[src/core/dct_defines.vh]
`ifndef DCT_DEFINES_VH
`define DCT_DEFINES_VH

// Register byte offsets
`define DCT_OFF_CMD        8'h00
`define DCT_OFF_ADDR       8'h04
`define DCT_OFF_WCNT       8'h08
`define DCT_OFF_SEEK       8'h0C
`define DCT_OFF_STATUS     8'h10

// Command register fields
`define DCT_CMD_FN_LSB     0
`define DCT_CMD_FN_MSB     2
`define DCT_CMD_DRV_LSB    3
`define DCT_CMD_DRV_MSB    4
`define DCT_CMD_BYTE_BIT   5
`define DCT_CMD_IE_BIT     6

// Seek register fields
`define DCT_SEEK_DIFF_MSB  8
`define DCT_SEEK_DIR_BIT   9
`define DCT_SEEK_HEAD_BIT  10

// Function codes
`define DCT_FN_NOP         3'h0
`define DCT_FN_SEEK        3'h3
`define DCT_FN_RDHDR       3'h4
`define DCT_FN_RDDATA      3'h6
`define DCT_FN_RDNOCHK     3'h7

// Reset values
`define DCT_RST_CMD        7'h00
`define DCT_RST_ADDR       16'h0000
`define DCT_RST_WCNT       12'h000
`define DCT_RST_SEEK       11'h000

// Sector format counts, limits and CRC polynomial
`define DCT_BYTE_BITS      4'h8
`define DCT_WORD_BITS      4'hC
`define DCT_WORDS12        12'd170
`define DCT_SECTOR_BYTES   12'd256
`define DCT_CRC_BITS       12'd16
`define DCT_HDR_BITS       12'd48
`define DCT_ADDR_BITS      12'd16
`define DCT_SECTOR_LIMIT   6'h28
`define DCT_SEARCH_LIMIT   8'h50
`define DCT_CRC_POLY       16'h8005

`endif

[src/core/dct_packer.v]
`timescale 1ns/1ps
`include "dct_defines.vh"

module dct_packer (
    input  wire        pclk,
    input  wire        presetn,
    input  wire        clear,
    input  wire        byte_mode,
    input  wire        bit_valid,
    input  wire        bit_in,
    output wire        word_valid,
    output wire [11:0] word_out
);
    reg  [11:0] acc_reg;
    reg  [11:0] acc_next;
    reg  [3:0]  nbit_reg;
    reg  [3:0]  nbit_next;
    reg  [11:0] cnt_reg;
    reg  [11:0] cnt_next;
    reg  [11:0] word_reg;
    reg  [11:0] word_next;
    reg         valid_reg;
    reg         valid_next;
    wire [3:0]  limit;
    wire [11:0] shifted;
    wire [11:0] pack_max;

    assign limit    = byte_mode ? `DCT_BYTE_BITS : `DCT_WORD_BITS;
    assign shifted  = {acc_reg[10:0], bit_in};
    assign pack_max = `DCT_WORDS12 * 12'd12;

    always @* begin
        acc_next   = acc_reg;
        nbit_next  = nbit_reg;
        cnt_next   = cnt_reg;
        word_next  = word_reg;
        valid_next = 1'b0;
        if (clear) begin
            acc_next  = 12'h000;
            nbit_next = 4'h0;
            cnt_next  = 12'h000;
        end else if (bit_valid) begin
            cnt_next = cnt_reg + 12'd1;
            // Tail bits past the last whole 12-bit word are dropped
            if (byte_mode || cnt_reg < pack_max) begin
                acc_next  = shifted; // MSB first, no gap at byte edges
                nbit_next = nbit_reg + 4'h1;
                if (nbit_reg + 4'h1 == limit) begin
                    nbit_next  = 4'h0;
                    valid_next = 1'b1;
                    if (byte_mode)
                        word_next = {4'h0, shifted[7:0]};
                    else
                        word_next = shifted;
                end
            end
        end
    end

    always @(posedge pclk or negedge presetn) begin
        if (!presetn) begin
            acc_reg   <= 12'h000;
            nbit_reg  <= 4'h0;
            cnt_reg   <= 12'h000;
            word_reg  <= 12'h000;
            valid_reg <= 1'b0;
        end else begin
            acc_reg   <= acc_next;
            nbit_reg  <= nbit_next;
            cnt_reg   <= cnt_next;
            word_reg  <= word_next;
            valid_reg <= valid_next;
        end
    end

    assign word_valid = valid_reg;
    assign word_out   = word_reg;
endmodule

[src/core/dct_ctrl.v]
`timescale 1ns/1ps
`include "dct_defines.vh"

module dct_ctrl (
    input  wire        pclk,
    input  wire        presetn,
    input  wire        psel,
    input  wire        penable,
    input  wire        pwrite,
    input  wire [7:0]  paddr,
    input  wire [31:0] pwdata,
    output wire [31:0] prdata,
    output wire        pready,
    output wire        pslverr,
    output wire        irq,
    input  wire        disk_bit,
    input  wire        disk_bit_valid,
    input  wire        hdr_mark,
    input  wire        data_mark,
    output wire [1:0]  drive_sel,
    output wire [3:0]  seek_start,
    output wire [8:0]  seek_diff,
    output wire        seek_dir,
    output wire        seek_head,
    input  wire [3:0]  seek_done,
    output wire        dma_req,
    output wire [11:0] dma_word,
    input  wire        dma_ack
);
    localparam S_IDLE  = 3'd0;
    localparam S_WSEEK = 3'd1;
    localparam S_HDR   = 3'd2;
    localparam S_DWAIT = 3'd3;
    localparam S_DATA  = 3'd4;

    reg  [2:0]  state_reg;
    reg  [2:0]  state_next;
    reg  [6:0]  cmd_reg;
    reg  [6:0]  cmd_next;
    reg  [15:0] addr_reg;
    reg  [15:0] addr_next;
    reg  [11:0] wcnt_reg;
    reg  [11:0] wcnt_next;
    reg  [10:0] seek_reg;
    reg  [10:0] seek_next;
    reg         done_reg;
    reg         done_next;
    reg  [4:0]  err_reg;
    reg  [4:0]  err_next;
    reg  [3:0]  seeking_reg;
    reg  [3:0]  start_reg;
    reg  [3:0]  start_next;
    reg  [11:0] bcnt_reg;
    reg  [11:0] bcnt_next;
    reg  [15:0] crc_reg;
    reg  [15:0] crc_next;
    reg  [15:0] hdr_reg;
    reg  [15:0] hdr_next;
    reg  [7:0]  search_reg;
    reg  [7:0]  search_next;
    reg         pk_clear;
    reg         dreq_reg;
    reg         dreq_next;
    reg  [11:0] dword_reg;
    reg  [11:0] dword_next;
    reg  [31:0] rdata_reg;
    reg  [31:0] rdata_next;

    wire [2:0]  fn;
    wire [1:0]  drv;
    wire        byte_mode;
    wire        wr_en;
    wire        rd_setup;
    wire        mapped;
    wire        cmd_wr;
    wire        busy;
    wire        crc_fb;
    wire [15:0] crc_step;
    wire [15:0] hdr_shift;
    wire [11:0] data_bits;
    wire [11:0] sector_bits;
    wire        feed;
    wire        pk_valid;
    wire [11:0] pk_word;
    wire [5:0]  sector_inc;
    wire        ack_ok;
    wire        pk_word_valid;
    wire [3:0]  seeking_next;

    assign fn        = cmd_reg[`DCT_CMD_FN_MSB:`DCT_CMD_FN_LSB];
    assign drv       = cmd_reg[`DCT_CMD_DRV_MSB:`DCT_CMD_DRV_LSB];
    assign byte_mode = cmd_reg[`DCT_CMD_BYTE_BIT];
    assign busy      = (state_reg != S_IDLE);
    assign mapped    = (paddr == `DCT_OFF_CMD) || (paddr == `DCT_OFF_ADDR) ||
                       (paddr == `DCT_OFF_WCNT) || (paddr == `DCT_OFF_SEEK) ||
                       (paddr == `DCT_OFF_STATUS);
    assign wr_en     = psel & penable & pwrite & mapped;
    assign rd_setup  = psel & ~penable & ~pwrite;
    assign cmd_wr    = wr_en & (paddr == `DCT_OFF_CMD) & ~busy;
    assign pready    = 1'b1;
    assign pslverr   = psel & penable & ~mapped;
    assign prdata    = rdata_reg;
    assign irq       = done_reg & cmd_reg[`DCT_CMD_IE_BIT];

    assign crc_fb      = crc_reg[15] ^ disk_bit;
    assign crc_step    = {crc_reg[14:0], 1'b0} ^ (crc_fb ? `DCT_CRC_POLY : 16'h0000);
    assign hdr_shift   = {hdr_reg[14:0], disk_bit};
    assign data_bits   = `DCT_SECTOR_BYTES * 12'd8;
    assign sector_bits = data_bits + `DCT_CRC_BITS;
    assign sector_inc  = addr_reg[5:0] + 6'h01;
    assign ack_ok      = dreq_reg & dma_ack;

    // Header bytes feed the packer only for a header read; data feeds
    // all 256 bytes, the packer itself trims the 12-bit tail
    assign feed = ((state_reg == S_HDR) && (fn == `DCT_FN_RDHDR)) ||
                  ((state_reg == S_DATA) && (bcnt_reg < data_bits));
    assign pk_valid = disk_bit_valid & feed;

    dct_packer dct_packer_inst (
        .pclk       (pclk),
        .presetn    (presetn),
        .clear      (pk_clear),
        .byte_mode  (byte_mode),
        .bit_valid  (pk_valid),
        .bit_in     (disk_bit),
        .word_valid (pk_word_valid),
        .word_out   (pk_word)
    );

    // Per-drive seek tracking; seeks on all four drives may overlap,
    // a new start beats a done pulse in the same cycle
    genvar gi;
    generate
        for (gi = 0; gi < 4; gi = gi + 1) begin : g_seek
            assign seeking_next[gi] = start_reg[gi] | (seeking_reg[gi] & ~seek_done[gi]);
        end
    endgenerate

    always @* begin
        state_next  = state_reg;
        cmd_next    = cmd_reg;
        addr_next   = addr_reg;
        wcnt_next   = wcnt_reg;
        seek_next   = seek_reg;
        done_next   = done_reg;
        err_next    = err_reg;
        start_next  = 4'h0;
        bcnt_next   = bcnt_reg;
        crc_next    = crc_reg;
        hdr_next    = hdr_reg;
        search_next = search_reg;
        pk_clear    = 1'b0;
        dreq_next   = dreq_reg;
        dword_next  = dword_reg;
        rdata_next  = rdata_reg;

        if (wr_en && paddr == `DCT_OFF_ADDR && !busy)
            addr_next = pwdata[15:0];
        if (wr_en && paddr == `DCT_OFF_WCNT && !busy)
            wcnt_next = pwdata[11:0];
        if (wr_en && paddr == `DCT_OFF_SEEK && !busy)
            seek_next = pwdata[10:0];

        if (rd_setup) begin
            case (paddr)
                `DCT_OFF_CMD:    rdata_next = {25'h0, cmd_reg};
                `DCT_OFF_ADDR:   rdata_next = {16'h0, addr_reg};
                `DCT_OFF_WCNT:   rdata_next = {20'h0, wcnt_reg};
                `DCT_OFF_SEEK:   rdata_next = {21'h0, seek_reg};
                `DCT_OFF_STATUS: rdata_next = {20'h0, seeking_reg, busy,
                                               1'b0, err_reg, done_reg};
                default:         rdata_next = 32'h0000_0000;
            endcase
        end

        // DMA holding word; a new word before the last was taken is late
        if (ack_ok) begin
            dreq_next = 1'b0;
            wcnt_next = wcnt_reg + 12'd1;
        end
        if (pk_word_valid) begin
            dreq_next  = 1'b1;
            dword_next = pk_word;
            if (dreq_reg && !dma_ack)
                err_next[4] = 1'b1;
        end

        case (state_reg)
            S_IDLE: begin
                if (cmd_wr) begin
                    cmd_next    = pwdata[6:0];
                    done_next   = 1'b0;
                    // A late word in the same cycle still flags
                    err_next    = {pk_word_valid & dreq_reg & ~dma_ack, 4'h0};
                    search_next = 8'h00;
                    dreq_next   = 1'b0;
                    case (pwdata[2:0])
                        `DCT_FN_SEEK: begin
                            // Issued even with zero difference, so a pure
                            // head switch re-centres on the new track
                            start_next[pwdata[4:3]] = 1'b1;
                            done_next = 1'b1;
                        end
                        `DCT_FN_RDHDR,
                        `DCT_FN_RDDATA,
                        `DCT_FN_RDNOCHK:
                            state_next = S_WSEEK;
                        default:
                            done_next = 1'b1;
                    endcase
                end
            end
            S_WSEEK: begin
                // Transfer waits for its own drive to settle
                if (hdr_mark && !seeking_reg[drv]) begin
                    if (search_reg == `DCT_SEARCH_LIMIT) begin
                        err_next[0] = 1'b1;
                        state_next  = S_IDLE;
                    end else begin
                        search_next = search_reg + 8'h01;
                        bcnt_next   = 12'h000;
                        crc_next    = 16'h0000;
                        pk_clear    = 1'b1;
                        state_next  = S_HDR;
                    end
                end
            end
            S_HDR: begin
                if (disk_bit_valid) begin
                    crc_next  = crc_step;
                    bcnt_next = bcnt_reg + 12'd1;
                    if (bcnt_reg < `DCT_ADDR_BITS)
                        hdr_next = hdr_shift;
                    if (bcnt_reg == `DCT_HDR_BITS - 12'd1) begin
                        if (fn == `DCT_FN_RDNOCHK) begin
                            state_next = S_DWAIT;
                        end else if (crc_step != 16'h0000) begin
                            err_next[2] = 1'b1;
                            state_next  = S_IDLE;
                        end else if (fn == `DCT_FN_RDHDR) begin
                            state_next = S_IDLE;
                        end else if (hdr_reg == addr_reg) begin
                            state_next = S_DWAIT;
                        end else begin
                            state_next = S_WSEEK;
                        end
                    end
                end
            end
            S_DWAIT: begin
                if (data_mark) begin
                    bcnt_next  = 12'h000;
                    crc_next   = 16'h0000;
                    pk_clear   = 1'b1;
                    state_next = S_DATA;
                end
            end
            S_DATA: begin
                if (disk_bit_valid) begin
                    crc_next  = crc_step;
                    bcnt_next = bcnt_reg + 12'd1;
                    if (bcnt_reg == sector_bits - 12'd1) begin
                        if (crc_step != 16'h0000) begin
                            err_next[3] = 1'b1;
                            state_next  = S_IDLE;
                        end else begin
                            addr_next[5:0] = sector_inc;
                            search_next    = 8'h00;
                            if (sector_inc == `DCT_SECTOR_LIMIT) begin
                                err_next[0] = 1'b1;
                                state_next  = S_IDLE;
                            end else begin
                                state_next = S_WSEEK;
                            end
                        end
                    end
                end
            end
            default: state_next = S_IDLE;
        endcase

        // Word count exhausted ends any transfer
        if (busy && ack_ok && wcnt_reg == 12'hFFF)
            state_next = S_IDLE;
        if (err_next != 5'h00 && busy)
            state_next = S_IDLE;
        if (busy && state_next == S_IDLE)
            done_next = 1'b1;
    end

    always @(posedge pclk or negedge presetn) begin
        if (!presetn) begin
            state_reg  <= S_IDLE;
            cmd_reg    <= `DCT_RST_CMD;
            addr_reg   <= `DCT_RST_ADDR;
            wcnt_reg   <= `DCT_RST_WCNT;
            seek_reg   <= `DCT_RST_SEEK;
            done_reg   <= 1'b0;
            err_reg    <= 5'h00;
            start_reg  <= 4'h0;
            bcnt_reg   <= 12'h000;
            crc_reg    <= 16'h0000;
            hdr_reg    <= 16'h0000;
            search_reg <= 8'h00;
            dreq_reg   <= 1'b0;
            dword_reg  <= 12'h000;
            rdata_reg  <= 32'h0000_0000;
            seeking_reg <= 4'h0;
        end else begin
            state_reg  <= state_next;
            cmd_reg    <= cmd_next;
            addr_reg   <= addr_next;
            wcnt_reg   <= wcnt_next;
            seek_reg   <= seek_next;
            done_reg   <= done_next;
            err_reg    <= err_next;
            start_reg  <= start_next;
            bcnt_reg   <= bcnt_next;
            crc_reg    <= crc_next;
            hdr_reg    <= hdr_next;
            search_reg <= search_next;
            dreq_reg   <= dreq_next;
            dword_reg  <= dword_next;
            rdata_reg  <= rdata_next;
            seeking_reg <= seeking_next;
        end
    end

    assign drive_sel  = drv;
    assign seek_start = start_reg;
    assign seek_diff  = seek_reg[`DCT_SEEK_DIFF_MSB:0];
    assign seek_dir   = seek_reg[`DCT_SEEK_DIR_BIT];
    assign seek_head  = seek_reg[`DCT_SEEK_HEAD_BIT];
    assign dma_req    = dreq_reg;
    assign dma_word   = dword_reg;
endmodule

[config.mk]
export PLATFORM = sky130hd
export DESIGN_NAME = dct_ctrl
export DESIGN_NICKNAME = d
export VERILOG_FILES = /design/src/core/dct_packer.v /design/src/core/dct_ctrl.v
export VERILOG_INCLUDE_DIRS = /design/src /design/src/core
export SDC_FILE = /design/constraint.sdc
export NUM_CORES = 1
export LEC_CHECK = 0
export BUFFER_PORTS_ARGS = -buffer_cell sky130_fd_sc_hd__buf_2
export CORE_ASPECT_RATIO = 0.9
export CORE_UTILIZATION = 40
export CTS_CLUSTER_DIAMETER = 150
export CTS_CLUSTER_SIZE = 16
export DETAILED_ROUTE_END_ITERATION = 10
export MAX_ROUTING_LAYER = met4
export SLEW_MARGIN = 20
export SYNTH_ARGS = -nofsm -noshare
export SYNTH_HDL_FRONTEND = slang
export SYNTH_HIERARCHICAL = 1
export SYNTH_SLANG_ARGS = --single-unit
[constraint.sdc]
create_clock -name pclk -period 3.9 [get_ports pclk]
set_clock_uncertainty 0.1 [all_clocks]
set_input_delay 0.39 -clock pclk [delete_from_list [all_inputs] [get_ports pclk]]
set_output_delay 0.39 -clock pclk [all_outputs]
set_load 0.005 [all_outputs]
Word-level counts from Yosys, hierarchy flattened
Cells that the tools add are included.

storage, ports and cells
  bits in registers = 200
  input bits = 54
  output and inout port bits = 65

cells by class
  add/subtract/negate cells = 6
  magnitude comparators = 6
  eq/ne operators = 29
  multiplexer cells = 99
  bitwise gates (word level) = 33
  reduce and logical (&&, ||, !) cells = 46

operator list
  cell                                                  number
  two-way mux 12 bit                                    9
  two-way mux 16 bit                                    5
  case mux 16 bit (5 select lines)                      1
  two-way mux 8 bit                                     6
  case mux 16 bit (3 select lines)                      1
  two-way mux 3 bit                                     15
  adder 12 x 1 -> 12 bit, second input constant         3
  case mux 12 bit (3 select lines)                      1
  two-way mux 1 bit                                     35
  two-way mux 11 bit                                    3
  two-way mux 6 bit                                     5
  two-way mux 4 bit                                     7
  equality test 12 bit, second input constant           2
  case mux 8 bit (3 select lines)                       1
  equality test 3 bit, second input constant            6
  bitwise AND 1 bit                                     17
  equality test 16 bit                                  1
  equality test 8 x 4 -> 1 bit, second input constant   2
  nonzero test 16 bit                                   1
  bitwise XOR 16 bit                                    1
  logical AND 1 bit                                     15
  case mux 3 bit (5 select lines)                       1
  equality test 12 x 6 -> 1 bit, second input constant  1
  < comparator 12 x 11 -> 1 bit, second input constant  1
  39 further kinds                                      79

Logic depth before layout (Yosys ltp)
  word-level depth = 17
  mapped depth = 14
  gate-level depth less buffers = 9

Modules after synthesis
The synthesis kept the hierarchy.

modules (own cells, without submodules)
  module      instances  cells an instance  area each (um^2)  seq. area each (um^2)
  dct_ctrl    1          745                7404.6            3603.5
  dct_packer  1          147                1813.0            1001.0

Worst setup path before layout
No wires, ideal clock.

  path kind = reg2reg
  from = register cmd_reg[4]
  to = register dct_packer_inst.word_reg[10], in the netlist dct_packer_inst/word_out[10]
  setup time = 125 ps
  arrival time = 2579 ps
  data required time = 3675 ps
  path slack = 1096 ps
  cell stages (with the launch flop) = 11
  cells stage by stage = dfrtp_1 > mux2_2 > o22ai_1 > nand3b_1 > a21oi_1 > clkbuf_1 > a21oi_4 > and3_1 > buf_6 > buf_12 > mux2_4

between the ends
  word-level cells in the longest chain between the ends = 8

ends and longest elaborated chain
  what                                     RTL line         text
  start: declaration                       dct_ctrl.v:38    reg [6:0] cmd_reg;
  start signal: assignment                 dct_ctrl.v:294   cmd_reg <= `DCT_RST_CMD;
  start signal: assignment                 dct_ctrl.v:311   cmd_reg <= cmd_next;
  binary-select mux 1 bit (select 2 bit)   dct_ctrl.v:215   if (hdr_mark && !seeking_reg[drv]) begin
  two-way mux 1 bit (implied by the code)  dct_ctrl.v:215
  zero test 1 bit                          dct_ctrl.v:215
  logical AND 1 bit                        dct_ctrl.v:215
  two-way mux 1 bit                        dct_ctrl.v:215
  case mux 1 bit (2 select lines)          dct_ctrl.v:188   case (state_reg)
  named net pk_clear                       dct_ctrl.v:61    reg pk_clear;
  inverter 1 bit (no line)                 --
  AND reduction 4 bit (no line)            --
  end signal: assignment                   dct_packer.v:71  word_reg <= word_next;
  end: declaration                         dct_packer.v:20  reg [11:0] word_reg;

The timed path passes the listed nets, and every way through them passes these cells. The select of a mux whose other input is x is not followed.
A chain may end at the register's enable or synchronous reset.

Worst setup path in the final report
  from = register state_reg[1]
  to = register dct_packer_inst.word_reg[1], in the netlist dct_packer_inst/word_out[1]

between the ends
  word-level cells in the longest chain between the ends = 5

ends and longest elaborated chain
  what                                                                        RTL line                        text
  start: declaration                                                          dct_ctrl.v:36                   reg [2:0] state_reg;
  start signal: assignment                                                    dct_ctrl.v:310                  state_reg <= state_next;
  equality test 3 x 2 -> 1 bit / equality test 3 bit (equally long branches)  dct_ctrl.v:115, dct_ctrl.v:116
  logical AND 1 bit, on equally long branches                                 dct_ctrl.v:115, dct_ctrl.v:116
  logical OR 1 bit *                                                          dct_ctrl.v:115                  assign feed = ((state_reg == S_HDR) && (fn == `DCT_FN_RDHDR)) ||
  bitwise AND 1 bit *                                                         dct_ctrl.v:117                  assign pk_valid = disk_bit_valid & feed;
  named net pk_valid                                                          dct_ctrl.v:83                   wire pk_valid;
  AND reduction 4 bit (no line) *                                             --

Mark *: on every way through the listed nets, which the timed path passes. The rest lies on a longest branch.

==> impl_metrics.json <==
{
  "track_usage": 0.196,
  "seq_area_frac_synth": 0.500,
  "synth_area_leaders": "dfrtp_1 50%, mux2_2 7.5%, nand2_1 3.7%",
  "wl_um": 21800,
  "grt_overflow": 0,
  "max_freq_ghz": 0.331,
  "core-area_sq_um": 22600,
  "vias": 6876,
  "ys_seq_elements": 184,
  "ir_drop_uv": 257,
  "synth-edff-count": 0,
  "antenna_found_initial": 1,
  "path_delay_family": "simple AND/OR/NAND/NOR gates",
  "place_hpwl_um": 15400,
  "fin_crit_sh": 0.775,
  "worstMarginPinSlew_ns": 0.868,
  "whs_endpoint": "addr_reg[15]",
  "dr.pass1.iters": 4,
  "crit_type": "reg -> reg",
  "fin_setup_tns_ns": 0,
  "place.port_buffers": 85,
  "reg2regPathDepth": 11,
  "grt_pass1_wl_um": 35700,
  "die_y_um": 146,
  "crit_arrival_ns": 3.24,
  "status": "finished, final reports clean",
  "finalSetupViolCount": 0,
  "cts_max_path_buffers": 2,
  "whs_ns": 0.0859,
  "finalHoldViolCount": 0,
  "cts_resized": 0,
  "synth_cell_types": 70,
  "htree_levels": 4,
  "clkTransAtPathRegs_ns": 0.07,
  "clock_latency_ns": 0.44,
  "clock-sinks": 184,
  "maxCapViolCount": 0,
  "wl_per_cell_um": 17.1,
  "nets": 1024,
  "grt_pass1_vias": 6624,
  "worst-path-buf-inv": 2,
  "crit_path_top_delay_cell": "dfrtp_1",
  "area_delta_synth_final_pct": 13.5,
  "maxSlewViolCount": 0,
  "hold_class": "in -> reg",
  "place_congestion": 0.914,
  "grt_max_degree": 93,
  "yosysTopAreaCell": "dfrtp_1",
  "cp.required_ns": 4.12,
  "num_rows": 52,
  "dieArea_sq_um": 23700,
  "cts_root_buffer": "clkbuf_16",
  "syn_inst": 892,
  "r2r_end": "dct_packer_inst/word_out[1]",
  "fp.dieW_um": 162,
  "rsz0062_at_grt": "false",
  "syn_avg_cell_area_sq_um": 10.3,
  "ioPinCount": 119,
  "fin_crit_ns": 3.02,
  "slew_headroom": 0.420,
  "vias_per_cell": 5.40,
  "p_leak_nw": 4.95,
  "cts_tree": "built",
  "startpoint_type": "register",
  "ys.flop_type": "dfrtp_1",
  "yosys_warnings": 6,
  "cts_hold_buf": 1,
  "min_from": "pwdata[15]",
  "yosysMostFrequentCell": "dfrtp_1",
  "powerDensity_nw_per_um2": 393,
  "drtAntennaViolNets": 0,
  "final_layout_size_suffix_gt1_frac": 0.219,
  "synth_area_sq_um": 9220,
  "numCtsBuffers": 17,
  "drc_errors": 0,
  "ys_top_cells_by_count": "184 x dfrtp_1, 90 x nand2_1, 65 x nor2_1",
  "critPathMaxStageDelay_ns": 0.52,
  "reg2reg_from": "state_reg[1]",
  "synth-async-reset-ratio": 1.00,
  "start_util": 0.408,
  "endpoint_kind": "register",
  "yosys.area.top_type_share": 0.500,
  "r2r_setup_slack_ns": 0.88,
  "cp_cell_sequence": "nand2b_1 > nor2_1 > a21oi_1 > nor2_1 > buf_4 > nand2b_1 > a31o_4 > a21oi_4 > and3_1 > buf_4 > mux2_2",
  "holdPathStages": 2,
  "cp_max_fo": 15,
  "drt-initial-drc-count": 600,
  "cts_setup_buffers": 0
}
[worst max path at each step]
stage / startpoint / to / slack [ns] / depth (start not counted)
CTS: state_reg[1] / dct_packer_inst/word_out[1] / 0.91 / 11
detailed placement: paddr[5] / seek_reg[10] / 0.88 / 7
floorplan: cmd_reg[4] / dct_packer_inst/word_out[10] / 1.10 / 10
finish: state_reg[1] / dct_packer_inst/word_out[1] / 0.88 / 11
global route: state_reg[1] / dct_packer_inst/word_out[0] / 0.72 / 11
global placement: state_reg[1] / dct_packer_inst/word_out[0] / 0.91 / 11
[cells in the final DEF (no fill, tap or decap), types with 11 or more instances in the layout]
| cell | count |
|---|---|
| a211oi_1 | 11 |
| a21oi_1 | 39 |
| a22o_1 | 18 |
| and3_1 | 13 |
| buf_2 | 84 |
| buf_4 | 16 |
| clkbuf_16 | 17 |
| conb_1 | 17 |
| dfrtp_1 | 184 |
| inv_1 | 16 |
| mux2_2 | 61 |
| mux2i_1 | 11 |
| nand2_1 | 90 |
| nand3_1 | 29 |
| nand4_1 | 20 |
| nor2_1 | 65 |
| o21ai_0 | 60 |
| xnor2_1 | 28 |
| xor2_1 | 15 |
[metal layers]
metal | routed length (um) | vias to the layer above | GRT usage
met1 | 10800 | 3374 | 0.276
met3 | 952 | 21 | 0.0358
met5 | 0 | - | -
li1 | - | 3315 | -
met4 | 247 | 0 | 0.0519
met2 | 9810 | 166 | 0.291
[stage by stage]
step / utilization / std cells / total power, W / area [sq um] / setup slack [ns]
floorplan: - / 907 / 0.00228 / 9270 / 1.10
global placement: 0.437 / 1240 / 0.00241 / 9860 / 0.910
detailed placement: 0.437 / 1240 / 0.00241 / 9860 / 0.880
CTS: 0.463 / 1273 / 0.00415 / 10500 / 0.909
global route: 0.463 / 1274 / 0.00429 / 10500 / 0.724
finish: 0.463 / 1274 / 0.00411 / 10500 / 0.879
[where the power goes]
part / leakage, nW / switching [W] / total [W] / internal (W)
clock network: 0.276 / 0.000800 / 0.00174 / 0.000936
logic: 2.15 / 0.000213 / 0.000333 / 0.000119
registers: 2.53 / 0.0000779 / 0.00204 / 0.00197
total: 4.95 / 0.00109 / 0.00411 / 0.00302
[cell families after synthesis]
logic type,after synthesis,share of synthesized area
AO/OA/AOI/OAI,195,0.139
adder cells (fa/ha/maj),7,0.00950
XOR/XNOR,43,0.0409
AND/OR/NAND/NOR,298,0.162
buffers and inverters,81,0.0447
multiplexers,82,0.104
flip-flops,184,0.500
other,2,0.000815
[cell type report]
| cell class | instances | area [sq um] |
|---|---|---|
| clock buffers | 20 | 457 |
| inverters | 16 | 60.1 |
| diodes | 1 | 2.50 |
| clock inverters | 12 | 134 |
| well taps | 297 | 372 |
| multi-input cells | 642 | 4270 |
| repair buffers | 102 | 564 |
| fillers | 2138 | 12100 |
| flip-flops and latches | 184 | 4600 |
(Power assumes the default switching activity.)
